<file path="config.mk">
export PLATFORM = sky130hd
export DESIGN_NAME = hst_timer
export DESIGN_NICKNAME = d
export VERILOG_FILES = /design/src/rtl/hst_pkg.sv /design/src/rtl/hst_timer.sv /design/src/rtl/bcd_step.sv
export VERILOG_INCLUDE_DIRS = /design/src /design/src/rtl
export SDC_FILE = /design/constraint.sdc
export NUM_CORES = 1
export LEC_CHECK = 0
export ABC_AREA = 1
export BUFFER_PORTS_ARGS = -buffer_cell sky130_fd_sc_hd__buf_2
export CAP_MARGIN = 20
export CORE_ASPECT_RATIO = 0.9
export CORE_MARGIN = 2
export CORE_UTILIZATION = 65
export DETAILED_ROUTE_END_ITERATION = 6
export PLACE_DENSITY_LB_ADDON = 0.2
export RECOVER_POWER = 25
export SYNTH_ARGS = -nofsm -noshare
export SYNTH_HDL_FRONTEND = slang
export SYNTH_SLANG_ARGS = --single-unit
</file>
<file path="constraint.sdc">
create_clock -name core_clk -period 4.94 [get_ports core_clk]
set_input_delay 0.494 -clock core_clk [delete_from_list [all_inputs] [get_ports core_clk]]
set_output_delay 0.494 -clock core_clk [all_outputs]
set_load 0.02 [all_outputs]
</file>
<file path="src/rtl/hst_cfg.svh">
`ifndef HST_CFG_SVH
`define HST_CFG_SVH

`define ADDR_W 8
`define DATA_W 32

`define OFF_CTRL 8'h00
`define OFF_SV 8'h04
`define OFF_IND 8'h08
`define OFF_EXEC 8'h0c
`define OFF_PV 8'h10
`define OFF_STAT 8'h14
`define OFF_INT_STAT 8'h18
`define OFF_INT_MASK 8'h1c
`define DM_SEL 2'h1

`define CTRL_COND_BIT 0
`define CTRL_ILOCK_BIT 1
`define CTRL_IND_BIT 2
`define CTRL_TNUM_LSB 16
`define TNUM_W 9
`define CTRL_RST 12'h000

`define STAT_DONE_BIT 0
`define STAT_ERR_BIT 1
`define STAT_RUN_BIT 2

`define INT_W 2
`define INT_DONE_BIT 0
`define INT_ERR_BIT 1

`define DM_DEPTH 16
`define DM_AW 4
`define DM_LAST 8'h0f
`define FAST_LAST 9'h00f
`define LAG_LAST 9'h003

`define SV_RST 16'h0000
`define PEND_W 8

`define TB_PERIOD_NS 10000000
`define CLK_PERIOD_NS 10
`define TB_CYCLES (`TB_PERIOD_NS / `CLK_PERIOD_NS)
`define TB_W 20

`endif

</file>
<file path="src/rtl/hst_pkg.sv">
`include "hst_cfg.svh"

package hst_pkg;

    typedef logic [15:0] bcd4_t;

    typedef struct packed {
        logic [`ADDR_W-1:0] addr;
        logic [`DATA_W-1:0] wdata;
        logic wr;
        logic rd;
    } bus_req_t;

    typedef struct packed {
        logic [`TNUM_W-1:0] tnum;
        logic ind;
        logic ilock;
        logic cond;
    } ctrl_t;

    typedef enum logic [1:0] {
        T_OFF,
        T_RUN,
        T_ZWAIT,
        T_DONE
    } tstate_t;

endpackage

</file>
<file path="src/rtl/hst_timer.sv">
// Operation
// RL1: counts down like the tenth timer but in 0.01 s steps.
// RL2: software supplies a four digit BCD set value, 00.00 to 99.99.
// RL3: zero set value gives completion at once, no countdown.
// RL4: set value 00.01 is accepted but unreliable; avoid it.
// RL5: numbers 000-015 step on the free 10 ms time base.
// RL6: numbers 016-511 step only when the instruction executes.
// RL7: with long scans, software should use numbers 000-015.
// RL8: interlock off reloads present value and clears completion.
// RL9: reset leaves present value at set value, completion clear.
// RL10: non-BCD set value does not stop the timer.
// RL11: error flag on non-BCD set value, bad or out-of-range indirect word.
// RL12: zero set value completes on activation; 000-003 may lag.
// RL13: elapsed time may be short by up to one tick period.
// RL14: numbers 000-511, each defined by one instruction only.
// RL15: condition on starts timing; off reloads the set value.
// RL16: at zero with condition on, completion holds until reset.
// RL17: present value held as BCD, one step per tick, stops at zero.
// RL18: set value sampled at activation; non-BCD flags error then.
//
// Our own choices: the plain strobed port and the register addresses.
`timescale 1ns/1ps
`default_nettype none

`include "hst_cfg.svh"

module hst_timer
#(
    parameter int unsigned TICK_CYCLES = `TB_CYCLES
)
(
    input wire logic core_clk,
    input wire logic rstn,
    input wire hst_pkg::bus_req_t bus_req,
    output logic [`DATA_W-1:0] rd_data,
    output logic completion_flag,
    output logic error_flag,
    output var hst_pkg::bcd4_t present_value,
    output logic irq
);
    import hst_pkg::*;

    ctrl_t ctrl_q;
    bcd4_t set_value_q;
    logic [`ADDR_W-1:0] ind_addr_q;
    bcd4_t dm_q [`DM_DEPTH];
    logic [`INT_W-1:0] int_stat_q;
    logic [`INT_W-1:0] int_mask_q;
    logic [`DATA_W-1:0] rd_data_q;
    logic irq_q;

    logic [`TB_W-1:0] tb_cnt_q;
    logic tick_q;
    logic [`PEND_W-1:0] pend_q;
    logic [`PEND_W-1:0] drain_q;
    logic [`PEND_W-1:0] drain_d;
    logic [`PEND_W-1:0] pend_d;

    tstate_t state_q;
    bcd4_t pv_q;
    logic done_q;
    logic err_q;
    logic cond_prev_q;

    logic wr_hit_ctrl;
    logic wr_hit_sv;
    logic wr_hit_ind;
    logic exec_hit;
    logic wr_hit_istat;
    logic wr_hit_imask;
    logic wr_hit_dm;
    logic cond;
    logic activate;
    logic fast;
    logic lag;
    logic step;
    logic bad_addr;
    logic sv_bcd;
    logic sv_zero;
    logic fetch_err;
    logic done_evt;
    logic err_evt;
    bcd4_t sv_src;
    bcd4_t pv_dec;
    logic [`DATA_W-1:0] rd_mux;

    // bus decode
    assign wr_hit_ctrl = bus_req.wr && (bus_req.addr == `OFF_CTRL);
    assign wr_hit_sv = bus_req.wr && (bus_req.addr == `OFF_SV);
    assign wr_hit_ind = bus_req.wr && (bus_req.addr == `OFF_IND);
    assign exec_hit = bus_req.wr && (bus_req.addr == `OFF_EXEC);
    assign wr_hit_istat = bus_req.wr && (bus_req.addr == `OFF_INT_STAT);
    assign wr_hit_imask = bus_req.wr && (bus_req.addr == `OFF_INT_MASK);
    assign wr_hit_dm = bus_req.wr && (bus_req.addr[7:6] == `DM_SEL);

    // interlock gates the execution condition
    assign cond = ctrl_q.cond && ctrl_q.ilock; // RL8
    assign activate = cond && !cond_prev_q; // RL15
    assign fast = (ctrl_q.tnum <= `FAST_LAST);
    assign lag = (ctrl_q.tnum <= `LAG_LAST);

    // fast numbers ride the free time base, others only after execution
    assign step = fast ? tick_q : (drain_q != '0); // RL5 RL6

    // indirect fetch from the data memory window
    assign bad_addr = ctrl_q.ind && (ind_addr_q > `DM_LAST);
    assign sv_src = !ctrl_q.ind ? set_value_q :
                    bad_addr ? `SV_RST : dm_q[ind_addr_q[`DM_AW-1:0]];
    assign fetch_err = bad_addr || !sv_bcd; // RL11

    bcd_step u_sv_chk
    (
        .value(sv_src),
        .dec(),
        .is_bcd(sv_bcd),
        .is_zero(sv_zero)
    );

    bcd_step u_pv_dec
    (
        .value(pv_q),
        .dec(pv_dec),
        .is_bcd(),
        .is_zero()
    );

    // control registers
    always_ff @(posedge core_clk or negedge rstn)
    begin
        if (!rstn)
        begin
            ctrl_q <= `CTRL_RST;
            set_value_q <= `SV_RST;
            ind_addr_q <= '0;
            int_mask_q <= '0;
        end
        else
        begin
            if (wr_hit_ctrl)
            begin
                ctrl_q.cond <= bus_req.wdata[`CTRL_COND_BIT];
                ctrl_q.ilock <= bus_req.wdata[`CTRL_ILOCK_BIT];
                ctrl_q.ind <= bus_req.wdata[`CTRL_IND_BIT];
                ctrl_q.tnum <= bus_req.wdata[`CTRL_TNUM_LSB +: `TNUM_W];
            end
            if (wr_hit_sv)
            begin
                set_value_q <= bus_req.wdata[15:0];
            end
            if (wr_hit_ind)
            begin
                ind_addr_q <= bus_req.wdata[`ADDR_W-1:0];
            end
            if (wr_hit_imask)
            begin
                int_mask_q <= bus_req.wdata[`INT_W-1:0];
            end
        end
    end

    // data memory window, no reset needed for storage
    always_ff @(posedge core_clk)
    begin
        if (wr_hit_dm)
        begin
            dm_q[bus_req.addr[`DM_AW+1:2]] <= bus_req.wdata[15:0];
        end
    end

    // free running 10 ms time base; the first tick after activation
    // comes early, which is why elapsed time may be short
    always_ff @(posedge core_clk or negedge rstn)
    begin
        if (!rstn)
        begin
            tb_cnt_q <= '0;
            tick_q <= 1'b0;
        end
        else if (tb_cnt_q == `TB_W'(TICK_CYCLES - 1))
        begin
            tb_cnt_q <= '0;
            tick_q <= 1'b1; // RL13
        end
        else
        begin
            tb_cnt_q <= tb_cnt_q + `TB_W'(1);
            tick_q <= 1'b0;
        end
    end

    // slow numbers: ticks pile up and are spent after each execution
    always_comb
    begin
        pend_d = pend_q;
        drain_d = drain_q;
        if (drain_q != '0)
        begin
            drain_d = drain_q - `PEND_W'(1);
        end
        if (exec_hit)
        begin
            // saturates after 255 unexecuted ticks
            if ({1'b0, drain_d} + {1'b0, pend_q} > {1'b0, {`PEND_W{1'b1}}})
            begin
                drain_d = '1;
            end
            else
            begin
                drain_d = drain_d + pend_q;
            end
            pend_d = tick_q ? `PEND_W'(1) : '0;
        end
        else if (tick_q && (pend_q != '1))
        begin
            pend_d = pend_q + `PEND_W'(1);
        end
    end

    always_ff @(posedge core_clk or negedge rstn)
    begin
        if (!rstn)
        begin
            pend_q <= '0;
            drain_q <= '0;
        end
        else if (!cond || activate || fast)
        begin
            pend_q <= '0;
            drain_q <= '0;
        end
        else
        begin
            pend_q <= pend_d; // RL6
            drain_q <= drain_d;
        end
    end

    // timer sequence
    always_ff @(posedge core_clk or negedge rstn)
    begin
        if (!rstn)
        begin
            state_q <= T_OFF;
            pv_q <= `SV_RST; // RL9
            done_q <= 1'b0; // RL9
            cond_prev_q <= 1'b0;
        end
        else
        begin
            cond_prev_q <= cond;
            if (!cond)
            begin
                state_q <= T_OFF;
                pv_q <= sv_src; // RL15 RL8
                done_q <= 1'b0; // RL8
            end
            else
            begin
                case (state_q)
                    T_OFF:
                    begin
                        pv_q <= sv_src; // RL18
                        if (sv_zero && lag)
                        begin
                            state_q <= T_ZWAIT; // RL12
                        end
                        else if (sv_zero)
                        begin
                            state_q <= T_DONE; // RL3
                            done_q <= 1'b1; // RL12
                        end
                        else
                        begin
                            // non-BCD digits still count down
                            state_q <= T_RUN; // RL10
                        end
                    end
                    T_RUN:
                    begin
                        if (step)
                        begin
                            pv_q <= pv_dec; // RL1 RL17
                            if (pv_dec == `SV_RST)
                            begin
                                state_q <= T_DONE;
                                done_q <= 1'b1; // RL16
                            end
                        end
                    end
                    T_ZWAIT:
                    begin
                        if (tick_q)
                        begin
                            state_q <= T_DONE;
                            done_q <= 1'b1; // RL12
                        end
                    end
                    T_DONE:
                    begin
                        done_q <= 1'b1; // RL16
                    end
                    default:
                    begin
                        state_q <= T_OFF;
                    end
                endcase
            end
        end
    end

    // error reflects the last activation's fetch
    always_ff @(posedge core_clk or negedge rstn)
    begin
        if (!rstn)
        begin
            err_q <= 1'b0;
        end
        else if (activate)
        begin
            err_q <= fetch_err; // RL11 RL18
        end
    end

    // interrupt status: set wins over a same-cycle clear
    // slow numbers must not see a bare tick as their last step
    assign done_evt = cond && !done_q &&
                      (((state_q == T_ZWAIT) && tick_q) ||
                       ((state_q == T_RUN) && step && (pv_dec == `SV_RST)));
    assign err_evt = activate && fetch_err;

    always_ff @(posedge core_clk or negedge rstn)
    begin
        if (!rstn)
        begin
            int_stat_q <= '0;
        end
        else
        begin
            int_stat_q[`INT_DONE_BIT] <=
                (int_stat_q[`INT_DONE_BIT] &&
                 !(wr_hit_istat && bus_req.wdata[`INT_DONE_BIT])) ||
                done_evt || (activate && sv_zero && !lag);
            int_stat_q[`INT_ERR_BIT] <=
                (int_stat_q[`INT_ERR_BIT] &&
                 !(wr_hit_istat && bus_req.wdata[`INT_ERR_BIT])) ||
                err_evt;
        end
    end

    always_ff @(posedge core_clk or negedge rstn)
    begin
        if (!rstn)
        begin
            irq_q <= 1'b0;
        end
        else
        begin
            irq_q <= |(int_stat_q & int_mask_q);
        end
    end

    // read mux, unmapped addresses read zero
    always_comb
    begin
        rd_mux = '0;
        case (bus_req.addr)
            `OFF_CTRL:
            begin
                rd_mux[`CTRL_COND_BIT] = ctrl_q.cond;
                rd_mux[`CTRL_ILOCK_BIT] = ctrl_q.ilock;
                rd_mux[`CTRL_IND_BIT] = ctrl_q.ind;
                rd_mux[`CTRL_TNUM_LSB +: `TNUM_W] = ctrl_q.tnum;
            end
            `OFF_SV: rd_mux[15:0] = set_value_q;
            `OFF_IND: rd_mux[`ADDR_W-1:0] = ind_addr_q;
            `OFF_PV: rd_mux[15:0] = pv_q;
            `OFF_STAT:
            begin
                rd_mux[`STAT_DONE_BIT] = done_q;
                rd_mux[`STAT_ERR_BIT] = err_q;
                rd_mux[`STAT_RUN_BIT] = (state_q == T_RUN);
            end
            `OFF_INT_STAT: rd_mux[`INT_W-1:0] = int_stat_q;
            `OFF_INT_MASK: rd_mux[`INT_W-1:0] = int_mask_q;
            default:
            begin
                if (bus_req.addr[7:6] == `DM_SEL)
                begin
                    rd_mux[15:0] = dm_q[bus_req.addr[`DM_AW+1:2]];
                end
            end
        endcase
    end

    // read data stands only in the cycle after the strobe
    always_ff @(posedge core_clk or negedge rstn)
    begin
        if (!rstn)
        begin
            rd_data_q <= '0;
        end
        else if (bus_req.rd)
        begin
            rd_data_q <= rd_mux;
        end
        else
        begin
            rd_data_q <= '0;
        end
    end

    assign rd_data = rd_data_q;
    assign completion_flag = done_q;
    assign error_flag = err_q;
    assign present_value = pv_q;
    assign irq = irq_q;
endmodule // hst_timer

`default_nettype wire

</file>
<file path="src/rtl/bcd_step.sv">
`timescale 1ns/1ps
`default_nettype none

`include "hst_cfg.svh"

module bcd_step
(
    input wire hst_pkg::bcd4_t value,
    output var hst_pkg::bcd4_t dec,
    output logic is_bcd,
    output logic is_zero
);
    import hst_pkg::*;

    logic [4:0] borrow;
    logic [3:0] valid;
    bcd4_t raw;

    assign borrow[0] = 1'b1;

    genvar g;
    generate
        for (g = 0; g < 4; g = g + 1)
        begin : g_digit
            logic [3:0] dig;
            assign dig = value[4*g +: 4];
            assign valid[g] = (dig <= 4'h9);
            assign borrow[g+1] = borrow[g] & (dig == 4'h0);
            assign raw[4*g +: 4] = !borrow[g] ? dig :
                                   (dig == 4'h0) ? 4'h9 : dig - 4'h1;
        end
    endgenerate

    assign is_bcd = &valid;
    assign is_zero = (value == `SV_RST);
    // saturate rather than wrap to 9999
    assign dec = is_zero ? `SV_RST : raw; // RL17
endmodule // bcd_step

`default_nettype wire

</file>
==> metrics, run 1 <==
outcome=complete, but fails checks; PD cells=approximately 350 nW/um^2; #FFs+latches synth=between 300 and 400; initial drt markers=2737; Die Height=165 um; first-pass GRT wire length=approximately 84000 um; Max Cap Viol=0; Crit Path Max Fanout=99; Final Hold Fails=0; design area=20700 um^2; drt first pass iters=7; ANT cells=0; setup TNS=0 ps; WL/cell=22.8 um; Crit path depth=16; Post-synth EDFFs=256; switch share=roughly a quarter; crit path capture type=flop; switching pwr=1.74 mW; Core Footprint=approximately 28000 um^2; CTS clk-pin slew, worst paths=60 ps; startpoint class of the critical path=flop; Synth async-reset ratio=32.6%; critical path class=flop to flop; post-route ant nets=0; cells taking the most area after synthesis=edfxtp_1 41%, dfrtp_1 17%, nand2_1 8.9%; Seq/Total Area, Yosys=57.9%; post-DP HPWL=33800 um; area leader, netlist=edfxtp_1; GR Util All Layers=about 36%; Top delay family on crit path=simple AND/OR/NAND/NOR gates; area grow syn2layout=10.7%; TritonCTS Buffers=38; Slew headroom=28.1%; placed cell areas=~19000 um^2; drt total wl=~55000 um; DP Cell Count=about 2300; worst path bufs/invs=2; die width=between 150 and 200 um; RSZ-0062 raised after global routing=no; Fmax=0.265 GHz; internal power=5.40 mW; I/O Pins=95; FF-to-FF path depth=16; worst-path cell chain=clkinv_2 > buf_12 > nand2_1 > nand3_1 > nand3_1 > nand3_1 > nand3_1 > nand2_1 > nor2_1 > nand2_1 > nor2_1 > nand3_1 > nand2_1 > nand2_1 > nand2_1 > nand2_1; Max IR drop VDD=311 uV; largest stage delay on the critical path=790 ps; Worst-Margin Slew=between 1000 and 1500 ps; H-tree Lvls=2; DR vias/cell=6.58; P_leak=about 8.4 nW; synth warn=0; post-synthesis cell area=18600 um^2; most used cell along the critical path=nand2_1; WP data required=roughly 5400 ps; Layout Skew=21.9 ps; GR Overflow Total=0; Synth cell types=between 40 and 50; violated checks=design-rule violations; Root Driver=clkbuf_16; # rows=58; NumNets Final=2074; Starting Density=66.4%; cts hold-fix bufs=0; Mean Syn Cell Area=9.50 um^2; postcts setup bufs=0; PostCTS Resize Cnt=0; slowest CP cell=dfrtp_4; pin count of the biggest net entering global routing=100; ys flop type=edfxtp_1; Max clock buf depth=3; most frequent cells after synthesis=444 x nand2_1, 267 x nand3_1, 256 x edfxtp_1; GP Congestion=0.910; combinational share of power=9.7%; number of global-route vias before repair=15200; CTS tree=built; clock group share of total power=41.5%; Tmin final=3770 ps; Clock Latency Late Sink=~540 ps; Yosys top cell area share=41.2%; part of the power in registers=48.8%; most frequent cell after synthesis=nand2_1; die area=30100 um^2; initial antenna violation count=0; Slew Limit Fails=0; Port Buffers=80; total number of vias=15800; Setup violations, final=0; DRC violations left=7; Hold WC Path Type=primary input to asynchronous set/reset pin; layout cells sized above 1=10.6%; final cycle utilization of the critical path=76.3%; cells after synthesis=just under 2000; Worst EP arrival=4190 ps; final cell count without fillers=approximately 2400; clk sink count=380
==> power groups by stage <==
| stage | Combinational, mW | Clock (mW) | Sequential [mW] |
|---|---|---|---|
| after global routing | 0.749 | 3.09 | 3.49 |
| after detailed placement | 0.664 | 0 | 3.55 |
| after CTS | 0.671 | 2.97 | 3.49 |
| final | 0.693 | 2.96 | 3.49 |
| after global placement | 0.646 | 0 | 3.55 |
| after floorplan | 0.421 | 0 | 3.55 |
==> flip-flops by register name, summed over array words and instances, names as in the netlist <==
register,flops
completion_flag,1
cond_prev_q,1
ctrl_q,12
dm_q,256
drain_q,8
error_flag,1
ind_addr_q,8
int_mask_q,2
int_stat_q,2
irq,1
pend_q,8
present_value,16
rd_data,25
set_value_q,16
state_q,2
tb_cnt_q,20
tick_q,1
==> stage by stage <==
stage / hold WS (ps) / worst slack (ps) / util, % / power (mW)
after floorplan: 198 / 1910 / - / 3.98
after global placement: 472 / 1450 / 68.8 / 4.20
after detailed placement: 480 / 1270 / 68.9 / 4.22
after CTS: 89.1 / 1230 / 73.4 / 7.13
after global routing: 127 / 802 / 73.5 / 7.34
final: 61.8 / 1170 / 73.5 / 7.15
==> area by class of cell <==
class,count,area [um^2]
clock buffer,55,1110
clock inverter,14,166
fill,1961,7430
inverter,126,474
multi-input combinational,1349,6950
sequential,380,10800
tap,360,450
timing repair buffer,117,706
==> cell families after synthesis <==
family / after synthesis / share of synthesized area [%]
xor gates and xnor gates: 25 / 1.17
buffers and inverters: 239 / 5.34
AOI/OAI and AO/OA: 398 / 13.0
other: 1 / 0.0201
muxes: 10 / 0.604
DFF: 380 / 57.9
and+or+nand+nor: 891 / 20.8
adders and majority gates: 18 / 1.25
==> final timing paths <==
check	from	endpoint	slack, ps
min in group core_clk	bus_req[21]	ctrl_q[6]	200
min	rstn	tb_cnt_q[14]	60
max reg2reg	ind_addr_q[0]	completion_flag	1170
min reg2reg	ctrl_q[4]	rd_data[17]	490
max	ind_addr_q[0]	completion_flag	1170
max in group asynchronous	rstn	drain_q[2]	3620
==> worst reg2reg max path, stage by stage (launching register included) <==
cell	delay (ps)
dfrtp_4	790
clkinv_2	690
buf_12	400
nand2_1	230
nand3_1	90
nand3_1	170
nand3_1	120
nand3_1	190
nand2_1	150
nor2_1	130
nand2_1	80
nor2_1	220
nand3_1	120
nand2_1	100
nand2_1	60
nand2_1	60
nand2_1	50
==> per-layer routing <==
| layer | up-vias | part of all wire (%) | track usage (%) | wire length (um) |
|---|---|---|---|---|
| li1 | 7011 | - | - | - |
| met1 | 7405 | 37 | 49.6 | 20500 |
| met2 | 1182 | 46 | 57.8 | 25000 |
| met3 | 210 | 12 | 7.36 | 6770 |
| met4 | 0 | 4.6 | 16.1 | 2530 |
| met5 | - | 0 | 0 | 0 |
==> layout by cell type (no fill, tap or decap), drive strengths merged, types with 2 or more instances in the layout <==
master,n
o21ai,97
inv,121
nor3,21
nor4,5
o21a,2
o2111ai,2
conb,7
o211ai,7
nor2,124
a21oi,135
xnor2,5
o221ai,2
a22oi,128
bufinv,4
ha,17
or2,5
nand2,445
buf,103
dfrtp,124
nor3b,3
nand4,15
nand3,271
clkbuf,69
edfxtp,256
clkinv,15
mux2,10
xor2,20
o41ai,13
o22ai,8
No activity file was read; power rests on OpenSTA's default activity.
==> run 2: changes to the inputs <==
--- a/config.mk
+++ b/config.mk
@@ -11,7 +11,7 @@
 export CAP_MARGIN = 20
 export CORE_ASPECT_RATIO = 0.9
 export CORE_MARGIN = 2
-export CORE_UTILIZATION = 65
+export CORE_UTILIZATION = 56
 export DETAILED_ROUTE_END_ITERATION = 6
 export PLACE_DENSITY_LB_ADDON = 0.2
 export RECOVER_POWER = 25
==> constraint.sdc (replaced) <==
create_clock -name core_clk -period 3.3 [get_ports core_clk]
set_input_delay 0.33 -clock core_clk [delete_from_list [all_inputs] [get_ports core_clk]]
set_output_delay 0.33 -clock core_clk [all_outputs]
set_load 0.02 [all_outputs]
==> run 2 against run 1 <==
Net effect:
- the flow now finishes without violations
- die area is 16% higher
- clock power rose by 54%
- flip-flop and latch count did not move
- total power rose by 52%
- final cell count rose by 4.4%
- largest power group unchanged
- highest routed layer unchanged
- sequential share of layout area decreased by 1.4 points
==> metrics, run 2 (same netlist as run 1, synthesis figures left out) <==
outcome=completed (was complete, but fails checks); WL/cell=22.3 um (was 22.8 um); Tot Pwr=10.9 mW (was 7.15 mW); hold path cells=3; design area=21200 um^2 (was 20700 um^2); Hold EP=ctrl_q[6]; Max clock buf depth=3 (unchanged); FF-to-FF path depth=17 (was 16); die area=34800 um^2 (was 30100 um^2); H-tree Lvls=2 (unchanged); post-route ant nets=0 (unchanged); Core Footprint=32900 um^2 (was 28100 um^2); total number of vias=15900 (was 15800); Worst-Margin Slew=1140 ps (was 1080 ps); max FFs per register=256 (unchanged); initial antenna violation count=1 (was 0); post-DP HPWL=34900 um (was 33800 um); hold_sp=bus_req[21]; CTS tree=built (unchanged); worst path bufs/invs=1 (was 2); final cycle utilization of the critical path=92.4% (was 76.3%); # rows=63 (was 58); P_leak=8.62 nW (was 8.35 nW); Tmin final=3050 ps (was 3770 ps); GR Util All Layers=32.2% (was 36.5%); ANT cells=0 (unchanged); DRC violations left=0 (was 7); DR vias/cell=6.32 (was 6.58); slowest CP cell=dfrtp_1 (was dfrtp_4); Max IR drop VDD=398 uV (was 311 uV); layout cells sized above 1=12.8% (was 10.6%); clk sink count=380 (unchanged); first-pass GRT wire length=85500 um (was 83900 um); postcts setup bufs=0 (unchanged); initial drt markers=2305 (was 2737); Clock Latency Late Sink=550 ps (was 540 ps); Final Hold Fails=0 (unchanged); Slew Limit Fails=0 (unchanged); RR Startpoint=drain_q[4] (was ind_addr_q[0]); PD cells=512 nW/um^2 (was 346 nW/um^2); TritonCTS Buffers=41 (was 38); Starting Density=56.7% (was 66.4%); placed cell areas=19900 um^2 (was 19400 um^2); GR Overflow Total=0 (unchanged); critical path class=flop to flop (unchanged); total of fill cells in the finished design=2567 (was 1961); Port Buffers=80 (unchanged); Max Cap Viol=0 (unchanged); area grow syn2layout=13.8% (was 10.7%); Crit Path Max Fanout=6 (was 99); Root Driver=clkbuf_16 (unchanged); CTS clk-pin slew, worst paths=60 ps (about the same); GP Congestion=0.912 (was 0.910); die width=196 um (was 183 um); setup slack, reg-to-reg=250 ps (was 1170 ps); Setup violations, final=0 (unchanged); Fmax=0.328 GHz (was 0.265 GHz); NumNets Final=2115 (was 2074); Top delay family on crit path=simple AND/OR/NAND/NOR gates (unchanged); most frequent cells in the layout=444 x nand2_1, 267 x nand3_1, 256 x edfxtp_1, 133 x a21oi_1, 128 x a22oi_1 (was 444 x nand2_1, 267 x nand3_1, 256 x edfxtp_1, 134 x a21oi_1, 128 x a22oi_1); Layout Skew=32.5 ps (was 21.9 ps); Worst EP arrival=3490 ps (was 4190 ps); Slew headroom=23.9% (was 28.1%); drt total wl=55800 um (was 54800 um); area of the multi-input gates=6970 um^2 (was 6950 um^2); WP data required=3740 ps (was 5370 ps); number of global-route vias before repair=15100 (was 15200); crit path capture type=flop (unchanged); largest stage delay on the critical path=420 ps (was 790 ps); Post-Route Utilization=64.5% (was 73.5%); worst flop-to-flop path endpoint=drain_q[7] (was completion_flag); startpoint class of the critical path=flop (unchanged); Die Height=177 um (was 165 um); worst-path cell chain=or2_0 > nor3_1 > and3_1 > buf_4 > xor2_2 > ha_1 > fa_1 > nand3_1 > nand2_1 > a21oi_1 > o21bai_1 > nand2_1 > a21oi_2 > nor3_2 > o21ai_0 > a21oi_1 > nor2_1 (was clkinv_2 > buf_12 > nand2_1 > nand3_1 > nand3_1 > nand3_1 > nand3_1 > nand2_1 > nor2_1 > nand2_1 > nor2_1 > nand3_1 > nand2_1 > nand2_1 > nand2_1 > nand2_1); drt first pass iters=6 (was 7); sequential cell area=10800 um^2 (unchanged); most common cell after layout, fill and taps aside=nand2_1 (unchanged); Hold WC Path Type=primary input to flop (was primary input to asynchronous set/reset pin); pin count of the biggest net entering global routing=95 (was 100); I/O Pins=95 (unchanged); RSZ-0062 raised after global routing=yes (was no)
-- run 2: cell count changes in the layout (fill, tap and decap cells not counted), sizes merged --
cell / delta
clkbuf: +7
clkinvlp: +2
inv: +1
dlygate4sd3: +1
buf: +38
bufinv: -3
clkinv: -2
-- run 2: worst max path at each step --
stage                from  depth (start not counted)  slack, ps          to
2_1_floorplan  drain_q[4]                         18        270  drain_q[7]
3_3_place_gp   drain_q[4]                         17        190  drain_q[7]
3_5_place_dp   drain_q[4]                         17        140  drain_q[7]
4_1_cts        drain_q[4]                         17        120  drain_q[7]
5_1_grt        drain_q[4]                         17        -50  drain_q[7]
6_report       drain_q[4]                         17        250  drain_q[7]
-- run 2: layer usage --
metal / global-route usage (%) / vias to the layer above / routed length, um
met4: 12.0 / 0 / 1940
met1: 44.8 / 7583 / 21900
met2: 50.2 / 993 / 25500
li1: - / 7115 / -
met3: 6.82 / 163 / 6460
met5: 0 / - / 0
-- run 2: tightest hold or removal path, delay by kind of cell --
kind | cells | cell delay (ps)
buffers and inverters | 1 | 80
and+or+nand+nor | 1 | 40
AOI/OAI and AO/OA | 1 | 100
-- run 2: layout make-up --
| class | count | share of cell area (%) |
|---|---|---|
| inverters | 126 | 2.24 |
| clock inverters | 12 | 0.460 |
| multi-input cells | 1349 | 32.8 |
| clock buffers | 63 | 5.81 |
| well taps | 422 | 2.49 |
| repair buffers | 155 | 5.27 |
| flip-flops and latches | 380 | 50.9 |
-- run 2: what timing repair did --
action                                 4_1_cts  5_1_grt
endpoints found under the hold margin       61        0
hold buffers                                 1        0
gates resized for setup                      0        4
setup endpoints to repair                    0        7
-- run 2: stage by stage --
stage / instances / hold WS, ps / setup slack (ps) / TNS [ps]
CTS: 2507 / 23.3 / 121 / 0
detailed placement: 2431 / 353 / 139 / 0
global placement: 2431 / 366 / 192 / 0
floorplan: 1968 / 34.4 / 267 / 0
global route: 2507 / 43.1 / -52.1 / -52.1
finish: 2507 / 29.9 / 249 / 0
-- run 2: power breakdown --
group          internal [mW]  switching (mW)  total [mW]
clock network           2.66            1.89        4.55
registers               5.17          0.0516        5.22
logic                  0.320           0.766        1.09
total                   8.15            2.70        10.9
